## config.mk

```make
export PLATFORM = sky130hd
export DESIGN_NAME = purs_sequencer
export DESIGN_NICKNAME = d
export VERILOG_FILES = /design/src/verilog/purs_pkg.sv /design/src/verilog/purs_sync.sv /design/src/verilog/purs_sequencer.sv
export SDC_FILE = /design/constraint.sdc
export NUM_CORES = 1
export LEC_CHECK = 0
export BUFFER_PORTS_ARGS = -buffer_cell sky130_fd_sc_hd__buf_2
export CAP_MARGIN = 20
export CORE_UTILIZATION = 52
export DETAILED_ROUTE_END_ITERATION = 12
export PLACE_DENSITY = 0.75
export SETUP_SLACK_MARGIN = 0.05
export SLEW_MARGIN = 20
export SYNTH_ARGS = -nofsm -noshare
export SYNTH_HDL_FRONTEND = slang
export SYNTH_SLANG_ARGS = --single-unit
```

## constraint.sdc

```tcl
create_clock -name clk -period 2.7 [get_ports clk]
set_input_delay 0.135 -clock clk [delete_from_list [all_inputs] [get_ports clk]]
set_output_delay 0.135 -clock clk [all_outputs]
set_load 0.02 [all_outputs]
```

## src/verilog/purs_pkg.sv

```systemverilog
// constants, types and timing for the power-up reset sequencer
// Behaviour
// - While power-on sense is low the device stays in system reset with all pins high-impedance.
// - The rising edge of power-on sense releases the primary PLL while the rest stays in reset.
// - After that edge the internal resets stay asserted for a further 60 ms for PLL lock.
// - When the lock delay ends the internal resets drop and the processor may boot.
// - Leaving reset enters normal power mode with processor clocks at full rate and resets off.
// - Most non-processor clocks default off with resets held until processor software frees them.
// - The same defaults are applied on every system reset that happens without a power cycle.
// - A power-loss warning on supply-good commands a mirror park and then resets the system.
// - With mirror arrays of revision B or later supply-good is not used as an early warning.
// - All sequencer timing is taken from the reference clock.
// - The primary PLL is reset only by a power-up reset and runs through all other resets.
// - Power-up, supply-good loss and watchdog timeout all lead to the same default state.
package purs_pkg;

  // clock rate of clk
  localparam int CLK_HZ = 200_000_000;
  localparam int CLK_PERIOD_NS = 5;

  // pll lock delay, a least time: exact at this rate, but CLK_HZ / 1000 truncates
  localparam int LOCK_DELAY_MS = 60;
  localparam int LOCK_CYCLES = LOCK_DELAY_MS * (CLK_HZ / 1000);

  // hold time of a warm system reset, a least time: rounds up
  localparam int SYSRST_HOLD_NS = 1000;
  localparam int SYSRST_CYCLES = (SYSRST_HOLD_NS + CLK_PERIOD_NS - 1) / CLK_PERIOD_NS;

  // longest wait for the park to finish, a longest time: rounds down
  localparam int PARK_TIMEOUT_NS = 2000;
  localparam int PARK_CYCLES = PARK_TIMEOUT_NS / CLK_PERIOD_NS;

  // number of software-released non-processor clock domains
  localparam int PERIPH_N = 4;

  // sequencer states
  typedef enum logic [2:0] {
    ST_OFF,
    ST_PLL_LOCK,
    ST_RUN,
    ST_PARK,
    ST_SYSRST
  } purs_state_t;

  // cause of the last system reset
  typedef enum logic [1:0] {
    CAUSE_POWERUP,
    CAUSE_SUPPLY,
    CAUSE_WATCHDOG
  } purs_cause_t;

  // device-level clock, reset and pin controls
  typedef struct packed {
    logic pllReset;
    logic sysReset;
    logic cpuReset;
    logic cpuClkEn;
    logic cpuClkFull;
    logic ioHighZ;
    logic parkReq;
  } purs_ctrl_t;

  // value of the controls while power is off
  localparam purs_ctrl_t CTRL_OFF = '{
    pllReset: 1'b1, sysReset: 1'b1, cpuReset: 1'b1, cpuClkEn: 1'b0,
    cpuClkFull: 1'b0, ioHighZ: 1'b1, parkReq: 1'b0};

endpackage

```

## src/verilog/purs_sync.sv

```systemverilog
// two-stage synchroniser for asynchronous level inputs
`timescale 1ns/10ps
`default_nettype none
module purs_sync #(
  parameter int W = 1
) (
  // clock and reset
  input wire logic clk,
  input wire logic reset,
  // levels
  input wire logic [W-1:0] d,
  output logic [W-1:0] q
);

  logic [W-1:0] meta_q;

  // meta_q feeds only q; nothing else may look at it
  always_ff @(posedge clk or posedge reset) begin
    if (reset) begin
      meta_q <= '0;
      q <= '0;
    end else begin
      meta_q <= d;
      q <= meta_q;
    end
  end

endmodule
`default_nettype wire

```

## src/verilog/purs_sequencer.sv

```systemverilog
// power-up and power-loss reset sequencer top
`timescale 1ns/10ps
`default_nettype none
module purs_sequencer #(
  parameter int LOCK_CNT = purs_pkg::LOCK_CYCLES,
  parameter int PERIPH_W = purs_pkg::PERIPH_N
) (
  // clock and reset
  input wire logic clk,
  input wire logic reset,
  // power monitor
  input wire logic powerOnSense,
  input wire logic supplyGoodWarning,
  input wire logic mirrorRevB,
  // reset sources and handshakes
  input wire logic watchdogExpire,
  input wire logic parkDone,
  // processor software release of other clocks
  input wire logic [PERIPH_W-1:0] periphRelease,
  // controls
  output purs_pkg::purs_ctrl_t ctrl,
  output logic [PERIPH_W-1:0] periphClkEn,
  output logic [PERIPH_W-1:0] periphReset,
  output purs_pkg::purs_cause_t lastCause
);
  import purs_pkg::*;

  // the shared counter must cover the longest of the three spans
  localparam int SPAN_A = (LOCK_CNT > PARK_CYCLES) ? LOCK_CNT : PARK_CYCLES;
  localparam int SPAN_MAX = (SPAN_A > SYSRST_CYCLES) ? SPAN_A : SYSRST_CYCLES;
  localparam int CNT_W = $clog2(SPAN_MAX + 1);
  localparam int PARK_BOUND = PARK_CYCLES + 2;

  // sense low clears the sequencer at once, without waiting for a clock
  logic rstSense;
  assign rstSense = reset | ~powerOnSense;

  logic senseSync;
  logic goodSync;
  logic senseSeen_q;
  logic senseRise;
  logic warnEvt;
  purs_state_t state_q;
  purs_state_t state_d;
  logic [CNT_W-1:0] cnt_q;
  logic cntClr;
  purs_ctrl_t ctrl_d;

  // true once a counter has reached the last cycle of a span, and past it,
  // so a reset held for a late supply can still leave after recovery
  function automatic logic atLimit(input logic [CNT_W-1:0] c, input int lim);
    atLimit = (c >= CNT_W'(lim - 1));
  endfunction

  // both monitor inputs are asynchronous to clk
  purs_sync #(
    .W(2)
  ) u_sync (
    .clk(clk),
    .reset(reset),
    .d({powerOnSense, supplyGoodWarning}),
    .q({senseSync, goodSync})
  );

  // edge memory is cleared by sense low, so each power-up gives one rise
  always_ff @(posedge clk or posedge rstSense) begin
    if (rstSense) begin
      senseSeen_q <= 1'b0;
    end else begin
      senseSeen_q <= senseSync;
    end
  end

  assign senseRise = senseSync & ~senseSeen_q;
  // revision B arrays ignore supply-good as a warning
  assign warnEvt = ~goodSync & ~mirrorRevB;

  // next state of the sequencer
  always_comb begin
    state_d = state_q;
    cntClr = 1'b0;
    case (state_q)
      ST_OFF: begin
        if (senseRise) begin
          state_d = ST_PLL_LOCK;
          cntClr = 1'b1;
        end
      end
      ST_PLL_LOCK: begin
        if (atLimit(cnt_q, LOCK_CNT)) begin
          state_d = ST_RUN;
          cntClr = 1'b1;
        end
      end
      ST_RUN: begin
        if (warnEvt) begin
          state_d = ST_PARK;
          cntClr = 1'b1;
        end else if (watchdogExpire) begin
          state_d = ST_SYSRST;
          cntClr = 1'b1;
        end
      end
      ST_PARK: begin
        // a stuck park must not keep the device running on failing supplies
        if (parkDone || atLimit(cnt_q, PARK_CYCLES)) begin
          state_d = ST_SYSRST;
          cntClr = 1'b1;
        end
      end
      ST_SYSRST: begin
        // after a supply warning, stay in reset until the supply recovers
        if (atLimit(cnt_q, SYSRST_CYCLES) && (lastCause != CAUSE_SUPPLY || !warnEvt)) begin
          state_d = ST_RUN;
          cntClr = 1'b1;
        end
      end
      default: begin
        state_d = ST_OFF;
        cntClr = 1'b1;
      end
    endcase
  end

  // state register
  always_ff @(posedge clk or posedge rstSense) begin
    if (rstSense) begin
      state_q <= ST_OFF;
    end else begin
      state_q <= state_d;
    end
  end

  // one shared span counter; saturates so it never wraps in a state
  always_ff @(posedge clk or posedge rstSense) begin
    if (rstSense) begin
      cnt_q <= '0;
    end else if (cntClr) begin
      cnt_q <= '0;
    end else if (state_q != ST_OFF && state_q != ST_RUN && !atLimit(cnt_q, SPAN_MAX)) begin
      cnt_q <= cnt_q + CNT_W'(1);
    end
  end

  // control values decoded from the next state, so outputs leave flops
  always_comb begin
    ctrl_d = CTRL_OFF;
    case (state_d)
      ST_OFF: begin
        ctrl_d = CTRL_OFF;
      end
      ST_PLL_LOCK: begin
        ctrl_d.pllReset = 1'b0;
      end
      ST_RUN: begin
        ctrl_d.pllReset = 1'b0;
        ctrl_d.sysReset = 1'b0;
        ctrl_d.cpuReset = 1'b0;
        ctrl_d.cpuClkEn = 1'b1;
        ctrl_d.cpuClkFull = 1'b1;
      end
      ST_PARK: begin
        // the park needs clocks and pins alive, so the system keeps running
        ctrl_d.pllReset = 1'b0;
        ctrl_d.sysReset = 1'b0;
        ctrl_d.cpuReset = 1'b0;
        ctrl_d.cpuClkEn = 1'b1;
        ctrl_d.cpuClkFull = 1'b1;
        ctrl_d.ioHighZ = 1'b0;
        ctrl_d.parkReq = 1'b1;
      end
      ST_SYSRST: begin
        ctrl_d.pllReset = 1'b0;
      end
      default: begin
        ctrl_d = CTRL_OFF;
      end
    endcase
    // pins leave high-impedance as soon as the next state is normal mode, in the same cycle the resets drop
    if (state_d == ST_RUN) begin
      ctrl_d.ioHighZ = 1'b0;
    end
  end

  // device controls
  always_ff @(posedge clk or posedge rstSense) begin
    if (rstSense) begin
      ctrl <= CTRL_OFF;
    end else begin
      ctrl <= ctrl_d;
    end
  end

  // other clocks stay off until software frees them, and drop on any reset
  always_ff @(posedge clk or posedge rstSense) begin
    if (rstSense) begin
      periphClkEn <= '0;
      periphReset <= '1;
    end else if (state_d == ST_RUN && state_q == ST_RUN) begin
      periphClkEn <= periphRelease;
      periphReset <= ~periphRelease;
    end else begin
      periphClkEn <= '0;
      periphReset <= '1;
    end
  end

  // cause of the last reset; power-up is implied by an async clear
  always_ff @(posedge clk or posedge rstSense) begin
    if (rstSense) begin
      lastCause <= CAUSE_POWERUP;
    end else if (state_q == ST_RUN && state_d == ST_PARK) begin
      lastCause <= CAUSE_SUPPLY;
    end else if (state_q == ST_RUN && state_d == ST_SYSRST) begin
      lastCause <= CAUSE_WATCHDOG;
    end
  end

  // checks
  a_off_held: assert property (@(posedge clk) disable iff (rstSense)
    state_q == ST_OFF |-> ctrl.sysReset && ctrl.ioHighZ && ctrl.pllReset)
    else $error("off state without full reset");

  a_pll_release: assert property (@(posedge clk) disable iff (rstSense)
    state_q == ST_OFF && senseRise |=> !ctrl.pllReset && ctrl.sysReset && ctrl.cpuReset)
    else $error("pll not released alone on sense rise");

  a_lock_hold: assert property (@(posedge clk) disable iff (rstSense)
    state_q == ST_PLL_LOCK && !atLimit(cnt_q, LOCK_CNT) |=> ctrl.sysReset && ctrl.cpuReset)
    else $error("reset dropped before lock delay");

  a_lock_end: assert property (@(posedge clk) disable iff (rstSense)
    state_q == ST_PLL_LOCK && atLimit(cnt_q, LOCK_CNT)
    |=> !ctrl.sysReset && !ctrl.cpuReset && ctrl.cpuClkFull && state_q == ST_RUN)
    else $error("reset not released at end of lock delay");

  a_periph_dflt: assert property (@(posedge clk) disable iff (rstSense)
    state_q != ST_RUN |=> periphClkEn == '0 && periphReset == '1)
    else $error("other clocks not at default after reset");

  a_pll_kept: assert property (@(posedge clk) disable iff (rstSense)
    state_q == ST_RUN ##1 state_q == ST_SYSRST |-> !ctrl.pllReset && ctrl.sysReset)
    else $error("pll reset by a warm reset");

  a_park_first: assert property (@(posedge clk) disable iff (rstSense)
    state_q == ST_RUN && warnEvt |=> ctrl.parkReq && !ctrl.sysReset)
    else $error("park not commanded on warning");

  a_park_bound: assert property (@(posedge clk) disable iff (rstSense)
    $rose(ctrl.parkReq) |-> ##[1:PARK_BOUND] (!ctrl.parkReq && ctrl.sysReset))
    else $error("park not followed by system reset in time");

  a_revb_ignore: assert property (@(posedge clk) disable iff (rstSense)
    state_q == ST_RUN && mirrorRevB && !watchdogExpire |=> state_q == ST_RUN)
    else $error("supply-good used as warning on revision B");

  a_wdog_reset: assert property (@(posedge clk) disable iff (rstSense)
    state_q == ST_RUN && !warnEvt && watchdogExpire
    |=> ctrl.sysReset && ctrl.ioHighZ && lastCause == CAUSE_WATCHDOG)
    else $error("watchdog did not reset to defaults");

endmodule
`default_nettype wire

```

======== Word level (Yosys, flattened, before mapping) ========
Cells that the tools add are included.
operators by class
  reductions and logical operators ........ 16
  $mul .................................... 0
  equal/unequal tests ..................... 10
  mux-type cells .......................... 24
  shift-type cells ........................ 0
  bitwise gates (word level) .............. 8
  $add $sub $neg .......................... 1
  divide/modulo/power cells ............... 0
  $lt $le $gt $ge ......................... 3
operators by type and width
  kind                                                                count
  two-way mux 24 bit                                                  2
  adder 24 x 1 -> 24 bit, second input constant                       1
  greater-or-equal comparator 24 bit, second input constant           1
  greater-or-equal comparator 24 x 8 -> 1 bit, second input constant  1
  greater-or-equal comparator 24 x 9 -> 1 bit, second input constant  1
  two-way mux 3 bit                                                   6
  one-hot mux 3 bit (5 select lines)                                  1
  equality test 3 x 2 -> 1 bit, second input constant                 4
  two-way mux 4 bit                                                   3
  two-way mux 1 bit                                                   8
  equality test 3 x 1 -> 1 bit, second input constant                 2
  equality test 3 bit, second input constant                          2
  logical AND 1 bit                                                   6
  two-way mux 2 bit                                                   3
  one-hot mux 1 bit (5 select lines)                                  1
  inverter 1 bit                                                      4
  inverter 4 bit                                                      1
  nonzero test 2 bit                                                  2
  OR reduction 4 bit                                                  1
  zero test 3 bit                                                     1
  inequality test 3 x 2 -> 1 bit, second input constant               1
  nonzero test 3 bit                                                  1
  bitwise AND 1 bit                                                   2
  zero test 1 bit                                                     2
  other kinds (4)                                                     5
storage, ports and cells
  latch bits .............................. 0
  ROM bits ................................ 0
  word-level logic and storage cells ...... 77
  output and inout bits ................... 17
  input bits .............................. 11
  memories kept ........................... 0
  RAM bits ................................ 0
  bits in registers ....................... 49

======== Logic depth before layout (Yosys ltp) ========
Gate-level depths: netlist of run 1.
  depth after elaboration ................. 11
  gate-level depth with buffers ........... 8
  depth with buffers taken out ............ 6

======== Hierarchy ========
A second synthesis of run 1 with hierarchy kept.
second synthesis, totals
  cell total of the unflattened synthesis .. 244
  area total of the unflattened synthesis .. 2378.5 um2
modules (own cells, without submodules)
  module          cells an instance  seq. area each (um2)  area an instance (um2)  times used
  purs_sequencer  239                1058.5                2274.7                  1
  purs_sync       5                  100.1                 103.8                   1

======== Worst setup path after synthesis of run 1 ========
Ideal clock, no wire load.
  kind .................................... register to register
  from .................................... register cnt_q[19]
  to ...................................... register cnt_q[9]
  path buffers ............................ 0
  required time ........................... 2.613 ns
  clock period less this slack ............ 2.117 ns
  stages on the path, launching flop included .. 6
  arrival ................................. 2.031 ns
  setup time .............................. 0.087 ns
  path slack .............................. 0.583 ns
  path through ............................ dfrtp_1 -> a31o_1 -> and2_4 -> or4_4 -> or4_4 -> a211oi_2
on the way
  longest elaborated chain between the ends .. 5
  elaborated cells between the ends (all ways) .. 13
  classes of those cells .................. order compare: 3; mux: 5; reduce/logical: 5
RTL lines
  item                                                                                                               line                                          text
  start: declaration                                                                                                 purs_sequencer.sv:45                          logic [CNT_W-1:0] cnt_q;
  start signal: assignment                                                                                           purs_sequencer.sv:141                         cnt_q <= cnt_q + CNT_W'(1);
  greater-or-equal comparator 24 x 8 -> 1 bit / greater-or-equal comparator 24 x 9 -> 1 bit (equally long branches)  purs_sequencer.sv:52                          atLimit = (c >= CNT_W'(lim - 1));
  logical AND 1 bit / logical OR 1 bit (equally long branches)                                                       purs_sequencer.sv:113, purs_sequencer.sv:106
  two-way mux 1 bit, on equally long branches                                                                        purs_sequencer.sv:113, purs_sequencer.sv:106
  one-hot mux 1 bit (5 select lines)                                                                                 purs_sequencer.sv:82                          case (state_q)
  two-way mux 24 bit / nonzero test 2 bit (equally long branches)                                                    n/a
Parallel ways exist; a longest one is shown, timed or not.
A chain may end at the register's enable or synchronous reset.

==> results_dict.tcl, run 1 <==
set metrics [dict create \
    cpMaxStageDelayCell "or4_1" \
    fin_cells 336 \
    critical_path_arrival_ns 2.55 \
    fmax_ghz 0.4257 \
    drt_iter0_markers 175 \
    tightest_slew_ns 0.4051 \
    start_kind "flip-flop" \
    viasPerCell 6.339 \
    p_per_area_nw_per_um2 578.3 \
    drt_first_pass_iters 8 \
    insertion_delay_ns 0.31 \
    layout.cells.most_common "dfrtp_1" \
    gp_congestion 0.9501 \
    cts_buffers 5 \
    synth_top_area_frac 0.4103 \
    p_leak_uw 0.001149 \
    fin_crit_ns 2.349 \
    violations "design-rule violations" \
    drv_cap 0 \
    path_class "flip-flop to flip-flop" \
    ir_worst_vdd_mv 0.3066 \
    rrSetupSlack_ns 0.35 \
    core_sq_um 4444 \
    routed_wl_um 5586 \
    syn-cell-area_sq_um 2440 \
    cp_slowest_stage_delay_ns 0.52 \
    cts_sinks 46 \
    dp_hpwl_um 3825 \
    antenna_found_initial 0 \
    finalMaxSlewViolations 0 \
    synth_top_cells_by_area "dfrtp_1 (41%), dfstp_2 (6.5%), a211oi_1 (5.8%)" \
    drive_above_1_share 0.2289 \
    grt_max_degree 30 \
    synthArstFlopShare 1.000 \
    die_area_sq_um 4970 \
    synth-edff-count 0 \
    cts_max_level 2 \
    reg2reg_from "cnt_q[0]" \
    slew_headroom 0.7294 \
    cts.path.max_buffers 2 \
    drcViolationCount 8 \
    area_delta_synth_final_pct 13.03 \
    yosysWarnings 0 \
    final_util 0.6205 \
    cts_resized 0 \
    worstReg2RegEnd "ctrl[6]" \
    cp-end-kind "flip-flop" \
    wl_per_cell_um 16.63 \
    synth_seq_cells 46 \
    synth_top_area_cell "dfrtp_1" \
    dpl.cell_count 322 \
    fin_setup_tns_ns 0 \
    setup_viol 0 \
    syn_nets 266 \
    reg2reg_depth 7 \
    ys_types 50 \
    detail-route-antenna-nets 0 \
    rsz0062_at_grt "false" \
    ios 28 \
    hold_path_class "primary input to flip-flop" \
    antenna_cells 0 \
    hold_viol_final 0 \
    cp_max_fo 18 \
    clock-root-buffer "clkbuf_8" \
    cts_tree "done" \
    layout.nets 295 \
    critPathLaunch "cnt_q[0]" \
    critPathRequiredTime_ns 2.90 \
    finalClockSkew_ns 0.006048 \
    grt_pass1_wl_um 9563 \
    synthCells 254 \
    finalPower_uw 1595 \
    endpoint "ctrl[6]" \
    grt_util_all_layers 0.2474 \
    finalCritPeriodShare 0.8700 \
    die_y_um 70.50 \
    overflow 0 \
    synth_flop_cell "dfrtp_1" \
    numPortBuffers 27 \
    worstPathCellList "ha_1 > nand2_1 > or4_1 > a21oi_2 > buf_4 > o21ai_0 > nor4_1" \
    die_w_um 70.50 \
    cts.clk_slew.worst_paths_ns 0.09 \
    nFillCells 397 \
    grt_pass1_vias 2055 \
    row_count 24 \
    seq_area_frac_synth 0.4749 \
    via_count 2130 \
    initial_core_util 0.5490 \
    synth.avg_cell_area_sq_um 9.606 \
    layout.cells.most_common_list "dfrtp_1 (40), buf_2 (27), nand2_1 (23)" \
    status "finished, violations left" \
]
==> logic make-up (layout without fill, tap and decap cells) <==
group / count (synthesis) / count (layout) / synth area share
AO/OA/AOI/OAI: 66 / 66 / 0.1918
AND/OR/NAND/NOR: 112 / 112 / 0.2672
buffers and inverters: 26 / 56 / 0.05026
flip-flops: 46 / 46 / 0.4749
XOR/XNOR: 3 / 3 / 0.01077
adder cells (fa/ha/maj): 1 / 1 / 0.005127
==> per-stage QoR <==
step | setup WS, ns | cell area, sq um | hold slack, ns
floorplan | 0.06289 | 2440 | -0.09892
global placement | 0.4235 | 2608 | 0.04785
detailed placement | 0.4090 | 2608 | 0.06952
CTS | 0.3787 | 2758 | 0.05413
global route | 0.2326 | 2758 | 0.06822
finish | 0.3510 | 2758 | 0.05973
==> power breakdown <==
part / switching, uW / internal (uW)
clock: 245 / 182
combinational: 213 / 136
sequential: 70.5 / 749
==> Yosys cell counts, types with 7 or more instances <==
cell type / instances
clkbuf_1: 8
inv_1: 8
o21ai_0: 11
dfrtp_1: 40
nand3_1: 10
nand4_1: 8
nor3_1: 8
a211oi_1: 19
a21oi_1: 7
nor2_1: 11
nand2_1: 23
o31ai_1: 13
or4_1: 12
==> cell type report <==
| type | count | area [sq um] | area share |
|---|---|---|---|
| Clock buffer | 5 | 68.82 | 0.02495 |
| Clock inverter | 3 | 21.27 | 0.007713 |
| Inverter | 8 | 30.03 | 0.01089 |
| Multi-Input combinational cell | 182 | 1166 | 0.4229 |
| Sequential cell | 46 | 1159 | 0.4201 |
| Tap cell | 52 | 65.06 | 0.02359 |
| Timing Repair Buffer | 40 | 247.7 | 0.08984 |
==> registers in the layout (all words and copies together) (netlist names) <==
signal,flops
periphReset,4
state_q,3
cnt_q,24
periphClkEn,4
senseSeen_q,1
u_sync.q,2
lastCause,2
u_sync.meta_q,2
ctrl,4
==> how the worst min path moves through the flow <==
stage	startpoint	end	slack [ns]	cells past startpoint
2_1_floorplan	reset	u_sync.meta_q[0]	-0.1	1
3_3_place_gp	reset	u_sync.meta_q[1]	0.05	2
3_5_place_dp	reset	u_sync.meta_q[1]	0.07	2
4_1_cts	periphRelease[3]	periphReset[3]	0.05	3
5_1_grt	periphRelease[3]	periphClkEn[3]	0.07	2
6_report	periphRelease[3]	periphReset[3]	0.06	3
==> layer usage <==
metal	share of wire	GRT usage	vias up
met3	0.050	0.04906	9
met4	0.014	0.08844	0
met1	0.45	0.3176	1046
met2	0.49	0.4175	63
met5	0	0	-
li1	-	-	1012
==> what timing repair did <==
| item | in CTS | in global routing |
|---|---|---|
| setup buffers | 0 | 0 |
| hold buffers | 6 | 0 |
| hold endpoints to repair | 22 | 0 |
==> worst max-delay path, delay by kind of cell (launching register included) <==
kind	cells	cell delay, ns
simple gates	3	0.99
flops	1	0.40
compound gates	2	0.36
fa+ha+maj	1	0.25
buf+inv	1	0.24
Note: power is estimated with default switching activity, not from simulation.
==> inputs of run 2 (changes only) <==
--- a/config.mk
+++ b/config.mk
@@ -7,9 +7,11 @@
 export LEC_CHECK = 0
 export BUFFER_PORTS_ARGS = -buffer_cell sky130_fd_sc_hd__buf_2
 export CAP_MARGIN = 20
-export CORE_UTILIZATION = 52
+export CORE_MARGIN = 3
+export CORE_UTILIZATION = 54
+export CTS_BUF_LIST = sky130_fd_sc_hd__clkbuf_2 sky130_fd_sc_hd__clkbuf_4 sky130_fd_sc_hd__clkbuf_8
 export DETAILED_ROUTE_END_ITERATION = 12
-export PLACE_DENSITY = 0.75
+export PLACE_DENSITY = 0.78
 export SETUP_SLACK_MARGIN = 0.05
 export SLEW_MARGIN = 20
 export SYNTH_ARGS = -nofsm -noshare
==> results_dict.tcl, run 2 (synthesized netlist as in run 1, its figures left out) <==
set metrics [dict create \
    area_delta_synth_final_pct 12.62 \
    rsz0062_at_grt "false" \
    postCtsHoldBufs 6 \
    regMostFlops "cnt_q" \
    cts_buffers 5 \
    start_kind "flip-flop" \
    nFillCells 339 \
    critPathLaunch "cnt_q[19]" \
    wl_per_cell_um 16.02 \
    finalPower_uw 1587 \
    routed_wl_um 5334 \
    cts_resized 0 \
    row_count 23 \
    viasPerCell 6.366 \
    cts_sinks 46 \
    layout.cells.most_common "dfrtp_1" \
    gp_congestion 0.9382 \
    crit_buf_inv 0 \
    finalCritPeriodShare 0.8340 \
    overflow 0 \
    critPathRequiredTime_ns 2.93 \
    cts_tree "done" \
    drive_above_1_share 0.2261 \
    hold_viol_final 0 \
    die_area_sq_um 5360 \
    cts.path.max_buffers 2 \
    via_count 2120 \
    cp_slowest_stage_delay_ns 0.56 \
    hold_path_class "primary input to flip-flop" \
    grt_max_degree 43 \
    insertion_delay_ns 0.30 \
    grt_util_all_layers 0.2216 \
    die_y_um 73.22 \
    fin_crit_ns 2.252 \
    slew_headroom 0.6465 \
    ir_worst_vdd_mv 0.3764 \
    cpMaxStageDelayCell "or4_4" \
    clock-root-buffer "clkbuf_8" \
    reg2reg_from "cnt_q[19]" \
    worstPathCellList "a31o_1 > and2_4 > or4_4 > or4_4 > a211oi_2" \
    fin_setup_tns_ns 0 \
    crit_family "simple AND/OR/NAND/NOR gates" \
    grt_pass1_wl_um 9280 \
    detail-route-antenna-nets 0 \
    finalClockSkew_ns 0.004169 \
    drcViolationCount 0 \
    antenna_cells 0 \
    cp-end-kind "flip-flop" \
    layout.nets 294 \
    largest_reg_flops 24 \
    post-cts-setup-buffers 0 \
    crit_top_cell "or4_4" \
    initial_core_util 0.5847 \
    dp_hpwl_um 3683 \
    finalMaxSlewViolations 0 \
    drv_cap 0 \
    antenna_found_initial 0 \
    numPortBuffers 27 \
    p_per_area_nw_per_um2 577.6 \
    critical_path_arrival_ns 2.48 \
    hold_path_startpoint "periphRelease[3]" \
    drt_iter0_markers 227 \
    grt_pass1_vias 1995 \
    die_w_um 73.22 \
    setup_viol 0 \
    drt_first_pass_iters 4 \
    cp_max_fo 7 \
    p_leak_uw 0.001144 \
    core_sq_um 4173 \
    layout.cells.most_common_list "dfrtp_1 (40), buf_2 (27), nand2_1 (23)" \
    cts_max_level 2 \
    status "finished clean" \
    final_util 0.6585 \
    path_class "flip-flop to flip-flop" \
    cts.clk_slew.worst_paths_ns 0.09 \
    fmax_ghz 0.4441 \
    tightest_slew_ns 0.5303 \
    ios 28 \
]
run 2: changes by cell type in the layout (fill, tap and decap cells not counted), sizes merged:
cell	before	now
buf	34	33
run 2: worst min-delay path, stage by stage:
cell and delay, ns:
buf_2 0.07, and2_1 0.12, inv_1 0.04
run 2: cell type report:
| cell class | count | area [sq um] | area share |
|---|---|---|---|
| clock inverter | 3 | 21.27 | 0.007741 |
| timing repair buffer | 39 | 240.2 | 0.08743 |
| sequential | 46 | 1159 | 0.4217 |
| tap | 50 | 62.56 | 0.02277 |
| multi-input combinational | 182 | 1166 | 0.4244 |
| inverter | 8 | 30.03 | 0.01093 |
| clock buffer | 5 | 68.82 | 0.02505 |
run 2: worst paths after layout:
path                                         end  slack [ns]  cells after the start
worst max-delay path                    cnt_q[9]        0.45                      5
worst min-delay path              periphReset[3]        0.06                      3
worst max register to register          cnt_q[9]        0.45                      5
worst min register to register       u_sync.q[1]        0.35                      0
max in group asynchronous         periphReset[0]        1.73                      4
min in group asynchronous       u_sync.meta_q[0]        0.28                      3
run 2: per-layer routing:
layer | GRT usage | wire [um] | vias to the layer above
li1 | - | - | 1023
met1 | 0.3191 | 2481 | 1018
met2 | 0.3237 | 2419 | 67
met3 | 0.03994 | 310 | 12
met4 | 0.1004 | 122 | 0
met5 | 0 | 0 | -
run 2: where the power goes:
part	switching (uW)	internal (uW)	total [uW]
combinational	210	135	345
sequential	71.2	749	820
clock	240	182	422
total	521	1070	1590
run 2: stage by stage:
| stage | std cells | hold WS [ns] | setup WS, ns | cell area, sq um |
|---|---|---|---|---|
| 6_report | 333 | 0.06280 | 0.4481 | 2748 |
| 3_5_place_dp | 319 | 0.05839 | 0.4536 | 2597 |
| 4_1_cts | 333 | 0.05833 | 0.4453 | 2748 |
| 2_1_floorplan | 254 | -0.09892 | 0.06289 | 2440 |
| 5_1_grt | 333 | 0.08381 | 0.2592 | 2748 |
| 3_3_place_gp | 319 | 0.04913 | 0.4944 | 2597 |
